`src/swire_read_pkg.sv`:
```
// Shared constants, types and states of the single-wire read slave
package swire_read_pkg;

   // ==========================================================
   // Clock and bit-slot timing
   localparam int unsigned CLK_PERIOD_NS   = 40;
   localparam int unsigned T_BIT_THRESH_NS = 4000;
   localparam int unsigned T_HOLD_NS       = 8000;
   localparam int unsigned T_IDLE_NS       = 20000;
   localparam int unsigned T_RESET_NS      = 96000;

   localparam logic [11:0] BIT_THRESH_CYC =
      12'((T_BIT_THRESH_NS + CLK_PERIOD_NS - 1) / CLK_PERIOD_NS);
   localparam logic [11:0] HOLD_CYC =
      12'((T_HOLD_NS + CLK_PERIOD_NS - 1) / CLK_PERIOD_NS);
   localparam logic [11:0] IDLE_CYC =
      12'((T_IDLE_NS + CLK_PERIOD_NS - 1) / CLK_PERIOD_NS);
   localparam logic [11:0] RESET_CYC =
      12'((T_RESET_NS + CLK_PERIOD_NS - 1) / CLK_PERIOD_NS);

   // ==========================================================
   // Opcodes and address layout
   localparam logic [3:0] OP_MAIN = 4'ha;
   localparam logic [3:0] OP_SEC  = 4'hb;
   localparam logic [3:0] OP_ID   = 4'hc;

   localparam logic [6:0] MAIN_LAST   = 7'h7f;
   localparam logic [4:0] SEC_LAST    = 5'h1f;
   localparam logic [4:0] SEC_CRC_IDX = 5'h07;
   localparam logic [4:0] SEC_FF_LO   = 5'h08;
   localparam logic [4:0] SEC_FF_HI   = 5'h0f;
   localparam logic [7:0] SEC_FILL    = 8'hff;
   localparam logic [1:0] ID_LAST_IDX = 2'h2;
   localparam logic [7:0] CRC_POLY_REV = 8'h8c;

   // ==========================================================
   // Types
   typedef enum logic [6:0] {
      ST_IDLE    = 7'h01,
      ST_DEVADDR = 7'h02,
      ST_ACK_DEV = 7'h04,
      ST_MEMADDR = 7'h08,
      ST_ACK_MEM = 7'h10,
      ST_TX      = 7'h20,
      ST_RX_ACK  = 7'h40
   } slot_state_t;

   typedef struct packed {
      logic       sec;
      logic [6:0] addr;
   } rd_req_t;

endpackage

```
`src/serial_crc8.sv`:
```
// CRC over the seven leading serial-number bytes
`timescale 1ns/1ps

module serial_crc8 #(
   parameter int unsigned NBYTES = 7
) (
   input  wire logic [NBYTES*8-1:0] data_in,
   output logic      [7:0]          crc_out
);

   // ==========================================================
   // Bitwise reflected CRC, byte 0 first, lsb first
   always_comb begin
      logic [7:0] acc;
      logic       fb;
      acc = 8'h00;
      fb  = 1'b0;
      for (int i = 0; i < NBYTES * 8; i++) begin
         fb  = acc[0] ^ data_in[(NBYTES - 1 - i / 8) * 8 + i % 8];
         acc = {1'b0, acc[7:1]};
         if (fb) begin
            acc = acc ^ swire_read_pkg::CRC_POLY_REV;
         end
      end
      crc_out = acc;
   end

endmodule

```
`src/swire_read_slave.sv`:
```
// Single-wire serial memory slave, read side
`timescale 1ns/1ps

// Contract
// - One pointer serves main array and security area, pointing past last.
// - Pointer wraps to the start of its own region at the end.
// - Pointer keeps its value between operations until reset.
// - Current-address read, opcode 1010b read bit one, device acks with zero.
// - Master opens each data slot; device holds low for zero bits.
// - Master nack ends read to standby; master ack asks next byte.
// - Sequential read increments pointer per byte sent until a nack.
// - Random read: write-form address and memory byte load pointer.
// - Security area read with opcode 1011b after a dummy write.
// - Security addressing ignores the three top memory address bits.
// - Serial byte zero product code, bytes one-six unique, byte seven check.
// - Check byte is CRC x^8+x^5+x^4+1 over first seven bytes.
// - Ack after serial byte seven continues at eight, wraps at end.
// - Identity read, opcode 1100b read bit one, device acks with zero.
// - Identity opcode with read bit zero is not acknowledged.
// - Identity sent msb byte first, wraps after third byte, nack ends.
// - Identity fields: maker code, density code, revision.
// - Device acks address and memory byte of a main or security write form with zero.
module swire_read_slave #(
   parameter logic [2:0]  SLAVE_ADDR  = 3'h0,
   parameter logic [7:0]  PRODUCT_ID  = 8'h5c,          // Arbitrary value
   parameter logic [47:0] UNIQUE_NUM  = 48'h0123456789ab,
   parameter logic [11:0] MAKER_CODE  = 12'h123,        // Arbitrary value
   parameter logic [8:0]  DEVICE_CODE = 9'h0a5,         // Arbitrary value
   parameter logic [2:0]  REVISION    = 3'h1            // Arbitrary value
) (
   input  wire logic                    sys_clk_in,
   input  wire logic                    rst_n_in,
   input  wire logic                    sio_in,
   output logic                         sio_out,
   output logic                         sio_oe_out,
   output swire_read_pkg::rd_req_t      rd_req_out,
   input  wire logic [7:0]              mem_data_in,
   output logic                         busy_out
);

   // ==========================================================
   // Declarations
   logic                        sync1_reg;
   logic                        sync2_reg;
   logic                        line_prev_reg;
   logic [11:0]                 low_cnt_reg;
   logic [11:0]                 high_cnt_reg;
   logic                        start_pend_reg;
   swire_read_pkg::slot_state_t st_reg;
   logic [2:0]                  bit_cnt_reg;
   logic [6:0]                  shift_reg;
   logic [3:0]                  op_reg;
   logic                        rw_reg;
   logic                        ack_val_reg;
   logic [6:0]                  ptr_reg;
   logic [1:0]                  id_idx_reg;
   logic [7:0]                  tx_reg;
   logic [11:0]                 hold_cnt_reg;
   logic                        fall;
   logic                        rise;
   logic                        bit_val;
   logic                        stop_ev;
   logic                        line_rst;
   logic [7:0]                  rx_byte;
   logic                        ack_ok;
   logic                        dev_done;
   logic                        mem_done;
   logic                        byte_done;
   logic                        drive_zero;
   logic [7:0]                  byte_sel;
   logic [7:0]                  sec_byte;
   logic [7:0]                  crc_val;
   logic [23:0]                 id_word;

   // ==========================================================
   // Pin synchroniser and slot timing
   always_ff @(posedge sys_clk_in) begin
      if (!rst_n_in) begin
         sync1_reg     <= 1'b1;
         sync2_reg     <= 1'b1;
         line_prev_reg <= 1'b1;
      end else begin
         sync1_reg     <= sio_in;
         sync2_reg     <= sync1_reg;
         line_prev_reg <= sync2_reg;
      end
   end

   assign fall     = line_prev_reg & ~sync2_reg;
   assign rise     = ~line_prev_reg & sync2_reg;
   assign bit_val  = low_cnt_reg < swire_read_pkg::BIT_THRESH_CYC;
   assign stop_ev  = sync2_reg && line_prev_reg &&
                     high_cnt_reg == swire_read_pkg::IDLE_CYC - 12'h001;
   assign line_rst = ~sync2_reg &&
                     low_cnt_reg == swire_read_pkg::RESET_CYC - 12'h001;

   always_ff @(posedge sys_clk_in) begin
      if (!rst_n_in) begin
         low_cnt_reg  <= 12'h000;
         high_cnt_reg <= 12'h000;
      end else if (sync2_reg) begin
         if (fall || rise) begin
            high_cnt_reg <= 12'h001;
         end else if (high_cnt_reg != 12'hfff) begin
            high_cnt_reg <= high_cnt_reg + 12'h001;
         end
         if (!line_prev_reg) begin
            low_cnt_reg <= low_cnt_reg;
         end else begin
            low_cnt_reg <= 12'h000;
         end
      end else begin
         if (fall) begin
            low_cnt_reg <= 12'h001;
         end else if (low_cnt_reg != 12'hfff) begin
            low_cnt_reg <= low_cnt_reg + 12'h001;
         end
      end
   end

   always_ff @(posedge sys_clk_in) begin
      if (!rst_n_in) begin
         start_pend_reg <= 1'b0;
      end else if (stop_ev) begin
         start_pend_reg <= 1'b1;
      end else if (rise) begin
         start_pend_reg <= 1'b0;
      end
   end

   // ==========================================================
   // Address byte decode
   assign rx_byte  = {shift_reg, bit_val};
   assign ack_ok   = rx_byte[3:1] == SLAVE_ADDR &&
                     (rx_byte[7:4] == swire_read_pkg::OP_MAIN ||
                      rx_byte[7:4] == swire_read_pkg::OP_SEC  ||
                      (rx_byte[7:4] == swire_read_pkg::OP_ID &&
                       rx_byte[0]));
   assign dev_done = rise && !start_pend_reg &&
                     st_reg == swire_read_pkg::ST_DEVADDR &&
                     bit_cnt_reg == 3'h7;
   assign mem_done = rise && !start_pend_reg &&
                     st_reg == swire_read_pkg::ST_MEMADDR &&
                     bit_cnt_reg == 3'h7;
   assign byte_done = rise && !start_pend_reg &&
                      st_reg == swire_read_pkg::ST_TX &&
                      bit_cnt_reg == 3'h7;

   // ==========================================================
   // Slot state machine
   always_ff @(posedge sys_clk_in) begin
      if (!rst_n_in || line_rst) begin
         st_reg      <= swire_read_pkg::ST_IDLE;
         bit_cnt_reg <= 3'h0;
         shift_reg   <= 7'h00;
         op_reg      <= 4'h0;
         rw_reg      <= 1'b0;
         ack_val_reg <= 1'b1;
      end else if (stop_ev) begin
         st_reg <= swire_read_pkg::ST_IDLE;
      end else if (rise && start_pend_reg) begin
         st_reg      <= swire_read_pkg::ST_DEVADDR;
         shift_reg   <= {6'h00, bit_val};
         bit_cnt_reg <= 3'h1;
      end else if (rise) begin
         case (st_reg)
            swire_read_pkg::ST_DEVADDR: begin
               shift_reg   <= rx_byte[6:0];
               bit_cnt_reg <= bit_cnt_reg + 3'h1;
               if (bit_cnt_reg == 3'h7) begin
                  op_reg      <= rx_byte[7:4];
                  rw_reg      <= rx_byte[0];
                  ack_val_reg <= ~ack_ok;
                  st_reg      <= swire_read_pkg::ST_ACK_DEV;
               end
            end
            swire_read_pkg::ST_ACK_DEV: begin
               bit_cnt_reg <= 3'h0;
               if (ack_val_reg) begin
                  st_reg <= swire_read_pkg::ST_IDLE;
               end else if (!rw_reg) begin
                  st_reg <= swire_read_pkg::ST_MEMADDR;
               end else begin
                  st_reg <= swire_read_pkg::ST_TX;
               end
            end
            swire_read_pkg::ST_MEMADDR: begin
               shift_reg   <= rx_byte[6:0];
               bit_cnt_reg <= bit_cnt_reg + 3'h1;
               if (bit_cnt_reg == 3'h7) begin
                  ack_val_reg <= 1'b0;
                  st_reg      <= swire_read_pkg::ST_ACK_MEM;
               end
            end
            swire_read_pkg::ST_ACK_MEM: begin
               st_reg <= swire_read_pkg::ST_IDLE;
            end
            swire_read_pkg::ST_TX: begin
               bit_cnt_reg <= bit_cnt_reg + 3'h1;
               if (bit_cnt_reg == 3'h7) begin
                  st_reg <= swire_read_pkg::ST_RX_ACK;
               end
            end
            swire_read_pkg::ST_RX_ACK: begin
               bit_cnt_reg <= 3'h0;
               if (bit_val) begin
                  st_reg <= swire_read_pkg::ST_IDLE;
               end else begin
                  st_reg <= swire_read_pkg::ST_TX;
               end
            end
            default: begin
               st_reg <= swire_read_pkg::ST_IDLE;
            end
         endcase
      end
   end

   // ==========================================================
   // Shared address pointer
   always_ff @(posedge sys_clk_in) begin
      if (!rst_n_in || line_rst) begin
         ptr_reg <= 7'h00;
      end else if (mem_done) begin
         if (op_reg == swire_read_pkg::OP_SEC) begin
            ptr_reg <= {2'h0, rx_byte[4:0]};
         end else begin
            ptr_reg <= rx_byte[6:0];
         end
      end else if (byte_done && op_reg == swire_read_pkg::OP_SEC) begin
         if (ptr_reg[4:0] == swire_read_pkg::SEC_LAST) begin
            ptr_reg <= 7'h00;
         end else begin
            ptr_reg <= {2'h0, ptr_reg[4:0] + 5'h01};
         end
      end else if (byte_done && op_reg == swire_read_pkg::OP_MAIN) begin
         if (ptr_reg == swire_read_pkg::MAIN_LAST) begin
            ptr_reg <= 7'h00;
         end else begin
            ptr_reg <= ptr_reg + 7'h01;
         end
      end
   end

   always_ff @(posedge sys_clk_in) begin
      if (!rst_n_in || dev_done) begin
         id_idx_reg <= 2'h0;
      end else if (byte_done && op_reg == swire_read_pkg::OP_ID) begin
         if (id_idx_reg == swire_read_pkg::ID_LAST_IDX) begin
            id_idx_reg <= 2'h0;
         end else begin
            id_idx_reg <= id_idx_reg + 2'h1;
         end
      end
   end

   // ==========================================================
   // Byte sources
   serial_crc8 #(
      .NBYTES (7)
   ) u_crc (
      .data_in (({PRODUCT_ID, UNIQUE_NUM})),
      .crc_out (crc_val)
   );

   assign id_word = {MAKER_CODE, DEVICE_CODE, REVISION};

   always_comb begin
      sec_byte = mem_data_in;
      if (ptr_reg[4:0] == 5'h00) begin
         sec_byte = PRODUCT_ID;
      end else if (ptr_reg[4:0] < swire_read_pkg::SEC_CRC_IDX) begin
         sec_byte = UNIQUE_NUM[8'(6 - ptr_reg[2:0]) * 8 +: 8];
      end else if (ptr_reg[4:0] == swire_read_pkg::SEC_CRC_IDX) begin
         sec_byte = crc_val;
      end else if (ptr_reg[4:0] >= swire_read_pkg::SEC_FF_LO &&
                   ptr_reg[4:0] <= swire_read_pkg::SEC_FF_HI) begin
         sec_byte = swire_read_pkg::SEC_FILL;
      end
   end

   always_comb begin
      if (op_reg == swire_read_pkg::OP_ID) begin
         byte_sel = id_word[8'(2 - id_idx_reg) * 8 +: 8];
      end else if (op_reg == swire_read_pkg::OP_SEC) begin
         byte_sel = sec_byte;
      end else begin
         byte_sel = mem_data_in;
      end
   end

   // ==========================================================
   // Line drive for acks and data zeros
   always_comb begin
      drive_zero = 1'b0;
      if ((st_reg == swire_read_pkg::ST_ACK_DEV ||
           st_reg == swire_read_pkg::ST_ACK_MEM) && !ack_val_reg) begin
         drive_zero = 1'b1;
      end else if (st_reg == swire_read_pkg::ST_TX) begin
         if (bit_cnt_reg == 3'h0) begin
            drive_zero = ~byte_sel[7];
         end else begin
            drive_zero = ~tx_reg[3'h7 - bit_cnt_reg];
         end
      end
   end

   always_ff @(posedge sys_clk_in) begin
      if (!rst_n_in) begin
         tx_reg <= 8'h00;
      end else if (fall && st_reg == swire_read_pkg::ST_TX &&
                   bit_cnt_reg == 3'h0) begin
         tx_reg <= byte_sel;
      end
   end

   always_ff @(posedge sys_clk_in) begin
      if (!rst_n_in || line_rst) begin
         hold_cnt_reg <= 12'h000;
         sio_oe_out   <= 1'b0;
      end else if (fall && drive_zero) begin
         hold_cnt_reg <= swire_read_pkg::HOLD_CYC - 12'h001;
         sio_oe_out   <= 1'b1;
      end else if (hold_cnt_reg != 12'h000) begin
         hold_cnt_reg <= hold_cnt_reg - 12'h001;
      end else begin
         sio_oe_out <= 1'b0;
      end
   end

   always_ff @(posedge sys_clk_in) begin
      if (!rst_n_in) begin
         sio_out    <= 1'b0;
         rd_req_out <= '0;
         busy_out   <= 1'b0;
      end else begin
         sio_out         <= 1'b0;
         rd_req_out.sec  <= op_reg == swire_read_pkg::OP_SEC;
         rd_req_out.addr <= ptr_reg;
         busy_out        <= st_reg != swire_read_pkg::ST_IDLE;
      end
   end
endmodule
```
`config.mk`:
```
export PLATFORM = sky130hd
export DESIGN_NAME = swire_read_slave
export DESIGN_NICKNAME = d
export VERILOG_FILES = /design/src/swire_read_pkg.sv /design/src/serial_crc8.sv /design/src/swire_read_slave.sv
export SDC_FILE = /design/constraint.sdc
export NUM_CORES = 1
export LEC_CHECK = 0
export BUFFER_PORTS_ARGS = -buffer_cell sky130_fd_sc_hd__buf_4
export CAP_MARGIN = 25
export CELL_PAD_IN_SITES_DETAIL_PLACEMENT = 0
export CELL_PAD_IN_SITES_GLOBAL_PLACEMENT = 1
export CORE_AREA = 8 8 154 127
export CTS_CLUSTER_DIAMETER = 100
export CTS_CLUSTER_SIZE = 14
export DETAILED_ROUTE_END_ITERATION = 6
export DIE_AREA = 0 0 162 135
export PLACE_DENSITY_LB_ADDON = 0.3
export SKIP_LAST_GASP = 1
export SLEW_MARGIN = 20
export SYNTH_ARGS = -nofsm -noshare
export SYNTH_HDL_FRONTEND = slang
export SYNTH_SLANG_ARGS = --single-unit
```
`constraint.sdc`:
```
create_clock -name sys_clk_in -period 2.2 [get_ports sys_clk_in]
set_clock_uncertainty 0.15 [all_clocks]
set_input_delay 0.22 -clock sys_clk_in [delete_from_list [all_inputs] [get_ports sys_clk_in]]
set_output_delay 0.22 -clock sys_clk_in [all_outputs]
set_load 0.05 [all_outputs]
```
==> metrics <==
status=finished, final reports clean; DP Wirelength=slightly above 10000 um; fmax=462 MHz; WHS Endpoint=tx_reg[2]$_SDFFE_PN0P_; FF-to-FF setup slack=~37 ps; CP arrival=2300 ps; Area contributors post-synth=dfxtp_1 (36%), nor2_1 (5.2%), ha_1 (4.8%); Net Switching=approximately 790 uW; synth warn=0; sequential area share after synthesis=0.360; top cell type's share of synthesized area=0.360; adder-cell area share of the yosys netlist=0.0475; count of cell types in the netlist=a little over 70; Synth Area in Compound Gates=0.163; Worst EP required=between 2000 and 2500 ps; async set-reset flop share out of synthesis=0; Post-Synthesis Cells=620; clock power share=0.492; # rows=43; Setup crit start kind=register; Worst Hold Depth=3; Max H-tree Level=3; Area Growth Syn to Fin=25.9%; clk root buf=clkbuf_16; Top FF cell, synth=dfxtp_1; kind of critical path=register to register; ANT nets after route=0; core area=roughly 17000 um^2; minimum clock period=around 2200 ps; R2R Path End=tx_reg[7]$_SDFFE_PN0P_; XOR/XNOR Fraction of Synth Area=0.0385; min-delay src=mem_data_in[2]; crit path max-delay cell type=or3b_2; Pins Over Slew Limit=0; vias=about 4700; routability congestion estimate=approximately 0.84; first-pass GRT wire length=around 23000 um; Worst R2R Start=ptr_reg[0]$_SDFFE_PP0P_; crit-path leading delay family=simple AND/OR/NAND/NOR gates; CP peak stage delay=roughly 450 ps; share of cells above drive strength 1=0.212; part of the power in registers=0.467; HP Class=input pin to register; post-synthesis mux area share=0.0350; Post-synth EDFFs=0; TritonCTS clock tree=built; IO Count=22; number of max-cap violations=0; clock buffer count from CTS=9; final wirelength=~14000 um; worst slew pin tran=between 600 and 700 ps; most area-hungry cell type in the Yosys netlist=dfxtp_1; Syn Std Cell Area=approximately 5000 um^2; Int Power=about 2700 uW; global-route usage over all layers=0.130; Clock transition at path regs=70 ps; CTS sink cnt=90; Final Hold Viols=0; Worst Reg-to-Reg Cells=9; initial core utilization=0.294; Sw Share=0.224; Mapped Nets=650; top cells by count, synth=dfxtp_1 (90), nor2_1 (69), nand2_1 (61); nets=about 720; syn_area_per_cell=a little over 8 um^2; Slew HR=0.592; die width=around 160 um; # port buffers=20; fin crit share=0.983; worst-path maximum fanout=6; Setup Total Neg Slack=0 ps; crit path capture type=register; PwrDens=around 560 nW/um^2; clk_lat worst skew=around 350 ps; most frequent cell after synthesis=dfxtp_1; First-pass DRT Iterations=5; Buf+Inv Stages, Crit Path=2; post-synthesis simple-gate area fraction=0.314; vias in the first global route=roughly 4400; power share of the combinational group=0.040; die extent in y=roughly 140 um; largest family of logic cells by synthesized area=simple AND/OR/NAND/NOR gates; Cell Area, Placed=a little under 6000 um^2; vias per cell=5.12; RSZ-0062 raised after global routing=yes; antenna violations before repair=0; Residual DRC=0; drt initial violations=between 200 and 300; worst path cell trace=ha_4 -> buf_6 -> xor2_2 -> a21o_1 -> buf_4 -> or3b_2 -> a211oi_2 -> a21oi_1 -> nor2b_1; crit path from=ptr_reg[0]$_SDFFE_PP0P_; WL/cell=around 15 um; Leak Pwr=about 0.0025 uW; largest net degree at the start of global routing=36; Total Die Area=between 20000 and 25000 um^2; n_diodes=0; worst vdd ir=roughly 290 uV; final setup vio count=0; Bufs on Longest Clock Path=2; remaining global-route overflow=0; Final Cell Area=roughly 6300 um^2; FF+latch count, synth=90
## kinds of logic (layout without fill, tap and decap cells)
group	Yosys count	after routing
buffers and inverters	49	122
other	1	1
xor gates and xnor gates	22	22
muxes	15	15
DFF	90	90
and+or+nand+nor	295	295
adders and majority gates	19	19
AOI/OAI and AO/OA	129	129
## routing by layer
layer	vias up	wire (um)	GRT usage
li1	2356	-	-
met1	2226	7160	0.180
met2	105	6010	0.195
met3	10	615	0.0322
met4	0	148	0.0344
met5	-	0	0
## repair_timing
item	in CTS	in global routing
endpoints found under the hold margin	1	0
hold buffers	1	0
setup endpoints to repair	13	39
buffers inserted	1	1
pin swaps	3	3
resized for setup	7	25
## cells in the final DEF, fill, tap and decap left out, drive strengths merged, types with 3 or more instances in the layout
| cell type | synthesis | layout |
|---|---|---|
| o311ai | 4 | 4 |
| inv | 19 | 21 |
| and3 | 8 | 8 |
| and4 | 4 | 4 |
| nor3 | 23 | 23 |
| nor2b | 9 | 9 |
| a22oi | 3 | 3 |
| a21o | 3 | 3 |
| a211oi | 4 | 4 |
| xnor2 | 6 | 6 |
| xor2 | 16 | 16 |
| nand2 | 62 | 62 |
| nor4 | 6 | 6 |
| nand4 | 13 | 13 |
| and4b | 3 | 3 |
| nand3 | 39 | 39 |
| o211ai | 6 | 6 |
| o21a | 4 | 4 |
| buf | 8 | 86 |
| nand3b | 3 | 3 |
| ha | 19 | 19 |
| or3 | 6 | 6 |
| mux2i | 13 | 13 |
| or4 | 4 | 4 |
| nand2b | 13 | 13 |
| nor2 | 69 | 69 |
| o21ai | 32 | 32 |
| nor4bb | 3 | 3 |
| and2 | 16 | 16 |
| a21oi | 41 | 41 |
| a31oi | 13 | 13 |
| clkbuf | 22 | 10 |
| dfxtp | 90 | 90 |
## power by group through the flow
stage	Clock, uW	Sequential [uW]	Combinational, uW
floorplan	0	1680	77.3
global placement	0	1680	135
detailed placement	0	1680	138
CTS	1790	1640	142
global route	1850	1640	157
finish	1730	1640	142
## stage by stage
stage          hold WS (ps)  utilization  setup WS (ps)  total power, uW  instances
3_3_place_gp            248        0.342          -62.1             1820        900
4_1_cts                26.4        0.364           11.8             3570        918
6_report               34.6        0.370           37.3             3520        918
3_5_place_dp            255        0.342           -151             1820        900
2_1_floorplan           171            -           13.6             1760        620
5_1_grt                59.3        0.370          -60.5             3650        918
## worst max-delay path by stage
stage	endpoint	slack (ps)	cells past startpoint
after detailed placement	sio_oe_out$_SDFFE_PP0P_	-150	10
after global routing	tx_reg[7]$_SDFFE_PN0P_	-60	9
final	tx_reg[7]$_SDFFE_PN0P_	40	9
after global placement	sio_oe_out$_SDFFE_PP0P_	-60	10
after floorplan	hold_cnt_reg[9]$_SDFFE_PP0P_	10	10
after CTS	tx_reg[7]$_SDFFE_PN0P_	10	9
## cell type report
type	count	area, um^2
clock inverter	6	87.6
fill	1752	10700
inverter	19	71.3
multi-input combinational	481	3130
tap	225	282
sequential	90	1810
timing repair buffer	87	672
clock buffer	10	239
## worst min-delay path: stages
cell	delay [ps]
buf_4	80
a21oi_1	40
o21ai_0	160
No activity file was read; power rests on OpenSTA's default activity.
